`src/logic/user_otp_regs.vh`:
```
// Register indices, field positions, reset values and codes of the user OTP bank
`ifndef USER_OTP_REGS_VH
`define USER_OTP_REGS_VH

`define IDX_INIT_DIR_REV 6'h09
`define IDX_YEAR_MONTH 6'h0A
`define IDX_DAY_SPARE 6'h0B
`define IDX_STATUS_FLAGS 6'h0C
`define IDX_MAKER_CODE 6'h0D
`define IDX_IRQ_STATUS 6'h10
`define IDX_IRQ_MASK 6'h11
`define IDX_SLOT_STATE 6'h12

`define RST_CFG 8'h00
`define RST_MAKER 8'h00
`define RST_IRQ_MASK 5'h00

`define POS_EXT_EN 7
`define POS_ASYNC 6
`define POS_DIR_HI 5
`define POS_DIR_LO 4
`define POS_REV_HI 3
`define POS_REV_LO 0
`define POS_MONTH_HI 7
`define POS_MONTH_LO 4
`define POS_YEAR_HI 3
`define POS_YEAR_LO 0
`define POS_SPARE_HI 7
`define POS_SPARE_LO 5
`define POS_DAY_HI 4
`define POS_DAY_LO 0

`define POS_ST_TEST 6
`define POS_ST_USER_OK 4
`define POS_ST_OC_DONE 3
`define POS_ST_FACT_OK 2
`define POS_ST_OFFSET_OK 1

`define EV_USER_ERR 0
`define EV_FACT_ERR 1
`define EV_OFFSET_ERR 2
`define EV_OC_DONE 3
`define EV_TEST_ENTRY 4
`define EV_COUNT 5

`define JULIAN_YEAR_BASE 7'h09
`define SLOT_DEFAULT 2'h0
`define SLOT_ASYNC 2'h1
`define SLOT_PROGRAMMED 2'h2
`define SLOT_ZERO 10'h000

`endif

```
`src/logic/user_otp_status_registers.v`:
```
// User OTP configuration bytes, status flags and Avalon-MM slave of the sensor
//
// Contract
// - With extension bit clear, init phase 2 fields D27 to D32 send zeros.
// - With extension bit set, D27 to D32 carry their extended content in 10-bit mode only.
// - Direction field maps to D8 nibble as value shifted left by two.
// - Four-bit product revision is stored and reported in 10-bit init phase 2.
// - Stored year means 2009 plus value; Julian year code is value plus nine.
// - Month and day fields pass unchanged as Julian month and day.
// - Julian date codes go to the ECU in init phase 2 with 10-bit data.
// - Manufacturing bytes never touch sensing; forwarded only in 10-bit mode.
// - The three spare user bits are stored and affect nothing.
// - Asynchronous bit together with time slot selects asynchronous answering.
// - Zero slot gives default or async by the bit; nonzero slot ignores it.
// - Status byte is read-only; bits 7 and 0 read zero, bit 5 reserved.
// - Test flag reads zero while test mode is active, one otherwise.
// - User data flag clears on user array mismatch and stays until reset.
// - Factory data flag clears on factory CRC fault and stays until reset.
// - Offset cancel flag is zero in initialization, one after both intervals.
// - Offset flag clears while the signal reaches the offset limit.
// - Eight-bit maker code is stored and sent in 10-bit init phase 2.
`timescale 1ns/1ps
`include "user_otp_regs.vh"
module user_otp_status_registers
(
	input wire clk,
	input wire resetn,
	input wire [7:0] address,
	input wire read,
	input wire write,
	input wire [31:0] writedata,
	input wire [3:0] byteenable,
	output reg [31:0] readdata,
	output reg waitrequest,
	output reg irq_q,
	input wire ten_bit_mode,
	input wire [9:0] timeslot_sel,
	input wire [23:0] ext_content,
	input wire test_mode_active,
	input wire user_mismatch,
	input wire factory_crc_fault,
	input wire oc_intervals_expired,
	input wire filter_normal_mode,
	input wire offset_limit_hit,
	output reg [1:0] slot_mode_q,
	output reg [9:0] slot_half_us_q,
	output wire [3:0] d8_direction_q,
	output wire [3:0] revision_q,
	output wire [6:0] julian_year_q,
	output wire [3:0] julian_month_q,
	output wire [4:0] julian_day_q,
	output wire [7:0] maker_code_q,
	output wire [23:0] ext_fields_q
);

	localparam ST_IDLE = 1'b0;
	localparam ST_ANSWER = 1'b1;

	reg state_q;
	reg [7:0] init_direction_revision_q;
	reg [7:0] production_year_month_q;
	reg [7:0] production_day_spare_q;
	reg [7:0] maker_reg_q;
	reg test_active_low_q;
	reg user_data_ok_q;
	reg factory_data_ok_q;
	reg offset_cancel_done_q;
	reg offset_ok_q;
	reg [4:0] irq_status_q;
	reg [4:0] irq_mask_q;
	reg [4:0] irq_status_d;
	reg [4:0] events;
	reg [7:0] read_mux;
	wire [5:0] reg_index;
	wire aligned;
	wire request;
	wire commit_write;
	wire lane0;
	wire [7:0] wbyte;
	wire [7:0] device_status_flags;
	wire phase2_extension_enable;
	wire async_enable;
	wire [1:0] direction;
	wire [3:0] revision;
	wire [3:0] year;
	wire [3:0] month;
	wire [4:0] day;
	wire [2:0] spare_user_bits;

	assign reg_index = address[7:2];
	assign aligned = (address[1:0] == 2'h0);
	assign request = read | write;
	assign commit_write = write & (state_q == ST_ANSWER);
	assign lane0 = byteenable[0];
	assign wbyte = writedata[7:0];

	assign phase2_extension_enable = init_direction_revision_q[`POS_EXT_EN];
	assign async_enable = init_direction_revision_q[`POS_ASYNC];
	assign direction = init_direction_revision_q[`POS_DIR_HI:`POS_DIR_LO];
	assign revision = init_direction_revision_q[`POS_REV_HI:`POS_REV_LO];
	assign year = production_year_month_q[`POS_YEAR_HI:`POS_YEAR_LO];
	assign month = production_year_month_q[`POS_MONTH_HI:`POS_MONTH_LO];
	assign day = production_day_spare_q[`POS_DAY_HI:`POS_DAY_LO];
	assign spare_user_bits = production_day_spare_q[`POS_SPARE_HI:`POS_SPARE_LO];

	// Status byte assembled with fixed zero bits
	assign device_status_flags = {
		1'b0,
		test_active_low_q,
		1'b0,
		user_data_ok_q,
		offset_cancel_done_q,
		factory_data_ok_q,
		offset_ok_q,
		1'b0
	};

	// Bus handshake: request taken, answered one edge later
	always @(posedge clk)
	begin
		if (!resetn)
		begin
			state_q <= ST_IDLE;
			waitrequest <= 1'b1;
		end
		else
		begin
			case (state_q)
				ST_IDLE:
				begin
					if (request)
					begin
						state_q <= ST_ANSWER;
						waitrequest <= 1'b0;
					end
					else
					begin
						waitrequest <= 1'b1;
					end
				end
				ST_ANSWER:
				begin
					state_q <= ST_IDLE;
					waitrequest <= 1'b1;
				end
				default:
				begin
					state_q <= ST_IDLE;
					waitrequest <= 1'b1;
				end
			endcase
		end
	end

	// Read multiplexer
	always @*
	begin
		read_mux = 8'h00;
		if (aligned)
		begin
			case (reg_index)
				`IDX_INIT_DIR_REV: read_mux = init_direction_revision_q;
				`IDX_YEAR_MONTH: read_mux = production_year_month_q;
				`IDX_DAY_SPARE: read_mux = {spare_user_bits, day};
				`IDX_STATUS_FLAGS: read_mux = device_status_flags;
				`IDX_MAKER_CODE: read_mux = maker_reg_q;
				`IDX_IRQ_STATUS: read_mux = {3'h0, irq_status_q};
				`IDX_IRQ_MASK: read_mux = {3'h0, irq_mask_q};
				`IDX_SLOT_STATE: read_mux = {6'h00, slot_mode_q};
				default: read_mux = 8'h00;
			endcase
		end
	end

	always @(posedge clk)
	begin
		if (!resetn)
			readdata <= 32'h00000000;
		else if (read && state_q == ST_IDLE)
			readdata <= {24'h000000, read_mux};
	end

	// Configuration bytes, written only through lane 0
	always @(posedge clk)
	begin
		if (!resetn)
		begin
			init_direction_revision_q <= `RST_CFG;
			production_year_month_q <= `RST_CFG;
			production_day_spare_q <= `RST_CFG;
			maker_reg_q <= `RST_MAKER;
		end
		else if (commit_write && aligned && lane0)
		begin
			case (reg_index)
				`IDX_INIT_DIR_REV: init_direction_revision_q <= wbyte;
				`IDX_YEAR_MONTH: production_year_month_q <= wbyte;
				`IDX_DAY_SPARE: production_day_spare_q <= wbyte;
				`IDX_MAKER_CODE: maker_reg_q <= wbyte;
				default: maker_reg_q <= maker_reg_q;
			endcase
		end
	end

	// Test flag follows the mode, active low
	always @(posedge clk)
	begin
		if (!resetn)
			test_active_low_q <= 1'b1;
		else
			test_active_low_q <= ~test_mode_active;
	end

	// Latched integrity flags, only reset restores them
	always @(posedge clk)
	begin
		if (!resetn)
		begin
			user_data_ok_q <= 1'b1;
			factory_data_ok_q <= 1'b1;
		end
		else
		begin
			if (user_mismatch)
				user_data_ok_q <= 1'b0;
			if (factory_crc_fault)
				factory_data_ok_q <= 1'b0;
		end
	end

	// Offset cancellation completion, sticky once reached
	always @(posedge clk)
	begin
		if (!resetn)
			offset_cancel_done_q <= 1'b0;
		else if (oc_intervals_expired && filter_normal_mode)
			offset_cancel_done_q <= 1'b1;
	end

	// Offset flag tracks the limit detector
	always @(posedge clk)
	begin
		if (!resetn)
			offset_ok_q <= 1'b1;
		else
			offset_ok_q <= ~offset_limit_hit;
	end

	// Time slot selection
	always @(posedge clk)
	begin
		if (!resetn)
		begin
			slot_mode_q <= `SLOT_DEFAULT;
			slot_half_us_q <= `SLOT_ZERO;
		end
		else if (timeslot_sel != `SLOT_ZERO)
		begin
			slot_mode_q <= `SLOT_PROGRAMMED;
			slot_half_us_q <= timeslot_sel;
		end
		else if (async_enable)
		begin
			slot_mode_q <= `SLOT_ASYNC;
			slot_half_us_q <= `SLOT_ZERO;
		end
		else
		begin
			slot_mode_q <= `SLOT_DEFAULT;
			slot_half_us_q <= `SLOT_ZERO;
		end
	end

	// Interrupt events, taken from flag transitions
	always @*
	begin
		events = 5'h00;
		events[`EV_USER_ERR] = user_mismatch & user_data_ok_q;
		events[`EV_FACT_ERR] = factory_crc_fault & factory_data_ok_q;
		events[`EV_OFFSET_ERR] = offset_limit_hit & offset_ok_q;
		events[`EV_OC_DONE] = oc_intervals_expired & filter_normal_mode
			& ~offset_cancel_done_q;
		events[`EV_TEST_ENTRY] = test_mode_active & test_active_low_q;
	end

	// Write one to clear, new event wins over the clear
	always @*
	begin
		irq_status_d = irq_status_q;
		if (commit_write && aligned && lane0 && reg_index == `IDX_IRQ_STATUS)
			irq_status_d = irq_status_q & ~wbyte[4:0];
		irq_status_d = irq_status_d | events;
	end

	always @(posedge clk)
	begin
		if (!resetn)
		begin
			irq_status_q <= 5'h00;
			irq_mask_q <= `RST_IRQ_MASK;
			irq_q <= 1'b0;
		end
		else
		begin
			irq_status_q <= irq_status_d;
			if (commit_write && aligned && lane0 && reg_index == `IDX_IRQ_MASK)
				irq_mask_q <= wbyte[4:0];
			irq_q <= |(irq_status_d & irq_mask_q);
		end
	end

	// Init phase 2 field encoder
	init2_field_encoder u_encoder
	(
		.clk(clk),
		.resetn(resetn),
		.ten_bit_mode(ten_bit_mode),
		.phase2_extension_enable(phase2_extension_enable),
		.direction(direction),
		.revision(revision),
		.year(year),
		.month(month),
		.day(day),
		.maker_code(maker_reg_q),
		.ext_content(ext_content),
		.d8_direction_q(d8_direction_q),
		.revision_q(revision_q),
		.julian_year_q(julian_year_q),
		.julian_month_q(julian_month_q),
		.julian_day_q(julian_day_q),
		.maker_code_q(maker_code_q),
		.ext_fields_q(ext_fields_q)
	);

endmodule

```
`src/logic/init2_field_encoder.v`:
```
// Builds the registered init phase 2 data fields from the user configuration bytes
`timescale 1ns/1ps
module init2_field_encoder
(
	input wire clk,
	input wire resetn,
	input wire ten_bit_mode,
	input wire phase2_extension_enable,
	input wire [1:0] direction,
	input wire [3:0] revision,
	input wire [3:0] year,
	input wire [3:0] month,
	input wire [4:0] day,
	input wire [7:0] maker_code,
	input wire [23:0] ext_content,
	output reg [3:0] d8_direction_q,
	output reg [3:0] revision_q,
	output reg [6:0] julian_year_q,
	output reg [3:0] julian_month_q,
	output reg [4:0] julian_day_q,
	output reg [7:0] maker_code_q,
	output reg [23:0] ext_fields_q
);

	wire [6:0] julian_year_d;

	assign julian_year_d = {3'h0, year} + `JULIAN_YEAR_BASE;

	always @(posedge clk)
	begin
		if (!resetn)
		begin
			d8_direction_q <= 4'h0;
			revision_q <= 4'h0;
			julian_year_q <= 7'h00;
			julian_month_q <= 4'h0;
			julian_day_q <= 5'h00;
			maker_code_q <= 8'h00;
			ext_fields_q <= 24'h000000;
		end
		else if (ten_bit_mode)
		begin
			d8_direction_q <= {direction, 2'h0};
			revision_q <= revision;
			julian_year_q <= julian_year_d;
			julian_month_q <= month;
			julian_day_q <= day;
			maker_code_q <= maker_code;
			if (phase2_extension_enable)
				ext_fields_q <= ext_content;
			else
				ext_fields_q <= 24'h000000;
		end
		else
		begin
			d8_direction_q <= 4'h0;
			revision_q <= 4'h0;
			julian_year_q <= 7'h00;
			julian_month_q <= 4'h0;
			julian_day_q <= 5'h00;
			maker_code_q <= 8'h00;
			ext_fields_q <= 24'h000000;
		end
	end

endmodule

```
`config.mk`:
```
export PLATFORM = sky130hd
export DESIGN_NAME = user_otp_status_registers
export DESIGN_NICKNAME = d
export VERILOG_FILES = /design/src/logic/user_otp_status_registers.v /design/src/logic/init2_field_encoder.v
export VERILOG_INCLUDE_DIRS = /design/src /design/src/logic
export SDC_FILE = /design/constraint.sdc
export NUM_CORES = 1
export LEC_CHECK = 0
export BUFFER_PORTS_ARGS = -buffer_cell sky130_fd_sc_hd__buf_4
export CAP_MARGIN = 10
export CORE_ASPECT_RATIO = 0.6
export CORE_MARGIN = 8
export CORE_UTILIZATION = 46
export CTS_CLUSTER_SIZE = 20
export DETAILED_ROUTE_END_ITERATION = 8
export GPL_TIMING_DRIVEN = 0
export PLACE_DENSITY_LB_ADDON = 0.05
export SYNTH_ARGS = -nofsm -noshare
export SYNTH_HDL_FRONTEND = slang
export SYNTH_SLANG_ARGS = --single-unit
```
`constraint.sdc`:
```
create_clock -name clk -period 4.56 [get_ports clk]
set_input_delay 0 -clock clk [delete_from_list [all_inputs] [get_ports clk]]
set_output_delay 0 -clock clk [all_outputs]
set_load 0.02 [all_outputs]
```
==> results_dict.tcl, run 1 <==
set metrics [dict create \
    drtPass1Iterations 6 \
    worstHoldPathType "in2reg" \
    fin_skew_ns 0.00858 \
    path_clk_slew_ns 0.05 \
    grt_max_degree 17 \
    slew_headroom_pct 45.8 \
    finalCritPeriodShare_pct 45.3 \
    synth.most_common_cell "dfxtp_1" \
    die_w_um 143 \
    finalPower_mw 2.66 \
    ys_ff_latch 122 \
    p_seq_share_pct 41.0 \
    hold_viol_final 0 \
    postCtsSetupRepairBufs 0 \
    timing.fmax_ghz 0.484 \
    drt_iter0_markers 452 \
    core_area_um2 9290 \
    worst_pin_slew_ns 0.807 \
    rsz0062_at_grt "no" \
    fin_area_um2 6880 \
    placed_area_um2 5740 \
    combPwrFrac_pct 7.9 \
    antenna_found_initial 0 \
    p_int_mw 2.06 \
    async_flop_share_pct 0 \
    p_leak_nw 3.11 \
    ios 191 \
    antenna_left 0 \
    grt_pass1_vias 4422 \
    htreeDepth 4 \
    dp_slack_ns 2.59 \
    synth.largest_area_cell "dfxtp_1" \
    ys_warn_count 0 \
    dieArea_um2 13200 \
    tritoncts "yes" \
    fillers 672 \
    status "finished clean" \
    drc 0 \
    instances_no_fill 858 \
    p_switching_mw 0.596 \
    drt-total-wl_mm 14.7 \
    synth.area.top_cells "dfxtp_1 55%, and3_1 6.7%, nand3_1 5.3%" \
    p_per_area_nw_per_um2 386 \
    placedCellCount 772 \
    critPathLaunchType "flip-flop" \
    die_y_um 92.3 \
    clock_latency_ns 0.40 \
    arrival_ns 2.32 \
    synthesis.area_um2 4460 \
    grt_first_pass_wirelength_mm 22.9 \
    max-cap-violations 0 \
    finalSetupViolations 0 \
    start_util_pct 48.0 \
    swShare_pct 22.4 \
    cts_resized 0 \
    synthCells 480 \
    synth_ff_type "dfxtp_1" \
    drive_gt1_share_pct 28.9 \
    yosysSeqAreaShare_pct 54.7 \
    synth_edf_count 0 \
    grt_overflow 0 \
    syn_area_per_cell_um2 9.30 \
    ys_types 37 \
    tns_ns 0 \
    worstPathMaxFanout 10 \
    cts_buffer_depth 2 \
    yosysTopAreaCellShare_pct 54.7 \
    yosys-top-cells-count "122 x dfxtp_1, 56 x nand2_1, 48 x and3_1" \
    num_rows 27 \
    crit_path_end_kind "flip-flop" \
    grt_usage_pct 22.1 \
    routedWlPerCell_um 17.2 \
    final_nets 804 \
    cts_buffers 17 \
    path_class "reg2reg" \
    synthToLayoutAreaGrowth_pct 54.3 \
    gp_congestion 0.903 \
    vias 4360 \
    root_buffer "clkbuf_16" \
    vdd.ir_drop.worst_v 0.000346 \
    fin_crit_ns 2.07 \
    portBuffers 135 \
    clkPwrFrac_pct 51.1 \
    dp_hpwl_mm 10.5 \
    layout_setup_ws_ns 2.49 \
    worst_ep_required_time_ns 4.81 \
    drt-vias-per-instance 5.08 \
    slew_viol_final 0 \
    cts.sinks 122 \
]
[cell type report]
type,count,area [um2],area share [%]
Antenna cell,1,2.50,0.0364
Buffer,56,332,4.82
Clock buffer,18,439,6.38
Clock inverter,14,171,2.49
Inverter,7,26.3,0.382
Multi-Input combinational cell,322,1760,25.6
Sequential cell,122,2440,35.5
Tap cell,130,163,2.36
Timing Repair Buffer,188,1540,22.4
[worst max-delay path: stages, from the launching register on]
cell	delay, ns
dfxtp_1	0.34
nand3_1	0.07
nor3_1	0.23
buf_2	0.31
buf_1	0.44
nand2_1	0.31
nand2_1	0.14
a21oi_1	0.07
[per-layer routing]
layer | track usage (%) | part of all wire (%) | vias to the layer above
met3 | 9.42 | 13 | 12
met5 | 0 | 0 | -
li1 | - | - | 2095
met4 | 5.80 | 0.61 | 0
met1 | 27.5 | 40 | 2023
met2 | 34.4 | 46 | 230
[power groups by stage]
stage | Sequential (mW) | Clock [mW] | Combinational [mW]
after floorplan | 1.12 | 0 | 0.0788
after global placement | 1.11 | 0 | 0.163
after detailed placement | 1.11 | 0 | 0.167
after CTS | 1.09 | 1.37 | 0.205
after global routing | 1.09 | 1.42 | 0.225
final | 1.09 | 1.36 | 0.211
[stage by stage]
stage	utilization (%)	hold WS, ns
4_1_cts	74.1	0.000573
3_3_place_gp	61.8	0.182
3_5_place_dp	61.8	0.184
2_1_floorplan	-	0.0619
5_1_grt	74.1	0.0575
6_report	74.1	0.0197
[cells by family (layout without fill, tap and decap cells)]
group	count (synthesis)	after routing	share of synthesized area, %
compound gates	84	84	12.3
other cells	1	29	0.0840
fa+ha+maj	1	1	0.280
simple gates	207	207	24.2
xor+xnor	2	2	0.393
buf+inv	63	283	8.02
flops	122	122	54.7
[sequential cells by signal, indices dropped and copies added (netlist names), 8 cells and up]
| register | flops |
|---|---|
| init_direction_revision_q | 8 |
| maker_reg_q | 8 |
| production_year_month_q | 8 |
| readdata | 8 |
| u_encoder.ext_fields_q | 24 |
| slot_half_us_q | 10 |
| u_encoder.maker_code_q | 8 |
| production_day_spare_q | 8 |
[timing repair]
action | CTS | global route
hold endpoints to repair | 89 | 0
endpoints found under the setup margin | 0 | 0
hold buffers | 53 | 0
[placed cells by master (no fill, tap or decap), drive strengths merged, types with 3 or more instances in the layout]
cell type and instances:
a21oi 41, a222oi 3, a22o 4, a22oi 27, and2 14, and3 48
buf 171, bufinv 3, clkbuf 38, clkinv 5, clkinvlp 6, conb 28
dfxtp 122, dlygate4sd3 53, inv 7, nand2 56, nand2b 3, nand3 47
nor2 25, nor3 4, nor4 3, o21ai 3
[final timing paths]
| check | start | end | slack, ns | cells after the start |
|---|---|---|---|---|
| worst max-delay path | state_q | production_year_month_q[7] | 2.49 | 7 |
| worst max register to register | state_q | production_year_month_q[7] | 2.49 | 7 |
| worst min-delay path | address[0] | irq_status_q[3] | 0.02 | 5 |
| worst min register to register | state_q | state_q | 0.46 | 1 |
(Power assumes the default switching activity.)
==> run 2: changes to the inputs <==
clock period = 2.15 ns   (was 4.56 ns; I/O delays follow)
==> run 2 against run 1 <==
Hold slack about the same. Via count about the same. Largest cell class unchanged. Critical endpoint is now maker_reg_q[7]. Non-clock buffer count decreased by 1.
==> results_dict.tcl, run 2 (synthesized netlist as in run 1, its figures left out) <==
set metrics [dict create \
    routedWlPerCell_um 17.2 \
    dieArea_um2 13200 \
    fin_skew_ns 0.00706 \
    reg2regPathDepth 6 \
    htreeDepth 4 \
    critPathLaunchType "flip-flop" \
    final_core_util_pct 74.0 \
    grt_first_pass_wirelength_mm 22.9 \
    cts_buffer_depth 2 \
    min_to "irq_status_q[3]" \
    hold_viol_final 0 \
    largest_reg_flops 24 \
    synthToLayoutAreaGrowth_pct 54.2 \
    min_path_cells 5 \
    fin_crit_ns 1.95 \
    finalCritPeriodShare_pct 90.6 \
    arrival_ns 2.27 \
    vdd.ir_drop.worst_v 0.000732 \
    min_from "address[0]" \
    worst_path_most_repeated_cell "nand3_1" \
    final_common_cell "buf_4" \
    instances_no_fill 857 \
    worst_pin_slew_ns 0.777 \
    placedCellCount 772 \
    reg2reg_from "state_q" \
    grt_pass1_vias 4422 \
    ios 191 \
    drive_gt1_share_pct 28.9 \
    start_util_pct 48.0 \
    cts_buffers 17 \
    gp_congestion 0.903 \
    grt_overflow 0 \
    antenna_left 0 \
    worst_ep_required_time_ns 2.47 \
    vias 4361 \
    portBuffers 135 \
    worst_path_dominant_cell_family "buffers and inverters" \
    p_per_area_nw_per_um2 819 \
    crit_chain "nand3_1, nor3_1, buf_2, clkbuf_1, nand3_1, a21oi_1" \
    drc 0 \
    critical_path_buf_inv_count 2 \
    crit_path_end_kind "flip-flop" \
    dp_hpwl_mm 10.5 \
    tns_ns 0 \
    core_area_um2 9290 \
    die_y_um 92.3 \
    worstHoldPathType "in2reg" \
    critPathSlowestCell "clkbuf_1" \
    rsz0062_at_grt "no" \
    status "finished clean" \
    r2r_setup_slack_ns 0.20 \
    antenna_found_initial 0 \
    max-cap-violations 0 \
    drtPass1Iterations 5 \
    cts.sinks 122 \
    final_nets 803 \
    finalSetupViolations 0 \
    grt_max_degree 17 \
    p_leak_nw 3.11 \
    path_clk_slew_ns 0.05 \
    worstPathMaxFanout 19 \
    drt-total-wl_mm 14.7 \
    critPathMaxStageDelay_ns 0.47 \
    drt-vias-per-instance 5.09 \
    tritoncts "yes" \
    top_regs "u_encoder.ext_fields_q (24), slot_half_us_q (10)" \
    final_cell_mix "166 x buf_4, 122 x dfxtp_1, 56 x nand2_1" \
    timing.fmax_ghz 0.513 \
    clock_latency_ns 0.40 \
    num_rows 27 \
    drt_iter0_markers 509 \
    cts_resized 0 \
    root_buffer "clkbuf_16" \
    largest-register "u_encoder.ext_fields_q" \
    slew_viol_final 0 \
    regToRegEndpoint "maker_reg_q[7]" \
    die_w_um 143 \
    grt_usage_pct 22.1 \
    slew_headroom_pct 47.8 \
    path_class "reg2reg" \
]
-- run 2: cell count changes in the layout (fill, tap and decap cells not counted) --
cell	change
buf_1	-1
-- run 2: worst reg2reg max path, delay by kind of cell (launching register included) --
kind | cells | cell delay, ns
AND/OR/NAND/NOR | 3 | 0.46
AO/OA/AOI/OAI | 1 | 0.17
flip-flops | 1 | 0.34
buffers and inverters | 2 | 0.89
-- run 2: through the flow --
stage | hold slack (ns) | area, um2 | total power, mW | setup WS (ns)
floorplan | 0.0619 | 4560 | 2.54 | 0.645
global placement | 0.182 | 5740 | 2.70 | 0.194
detailed placement | 0.184 | 5740 | 2.71 | 0.175
CTS | 0.000573 | 6880 | 5.64 | 0.165
global route | 0.0575 | 6880 | 5.79 | 0.0891
finish | 0.0194 | 6880 | 5.63 | 0.202
-- run 2: how the worst max path moves through the flow --
stage,startpoint,to,depth (start not counted)
2_1_floorplan,state_q,init_direction_revision_q[0],7
3_3_place_gp,state_q,production_year_month_q[7],7
3_5_place_dp,state_q,init_direction_revision_q[1],7
4_1_cts,state_q,init_direction_revision_q[6],7
5_1_grt,state_q,maker_reg_q[7],6
6_report,state_q,maker_reg_q[7],6
-- run 2: layer usage --
| layer | GRT usage (%) | vias up | part of all wire, % |
|---|---|---|---|
| li1 | - | 2094 | - |
| met1 | 27.5 | 2022 | 41 |
| met2 | 34.4 | 230 | 46 |
| met3 | 9.42 | 15 | 13 |
| met4 | 5.80 | 0 | 0.64 |
| met5 | 0 | - | 0 |
-- run 2: power by group --
part           internal [mW]  switching (mW)
clock network           1.85            1.03
registers               2.29          0.0152
logic                  0.223           0.223
-- run 2: final cells by class --
cell class / instances / area, um2
Tap cell: 130 / 163
Fill cell: 671 / 2410
Clock buffer: 18 / 439
Buffer: 55 / 328
Timing Repair Buffer: 188 / 1540
Inverter: 7 / 26.3
Antenna cell: 1 / 2.50
Multi-Input combinational cell: 322 / 1760
Sequential cell: 122 / 2440
Clock inverter: 14 / 171
-- run 2: repair_timing --
item                       CTS  global route
hold endpoints to repair    89             0
setup buffers                0             0
hold buffers                53             0
setup endpoints to repair    0            13
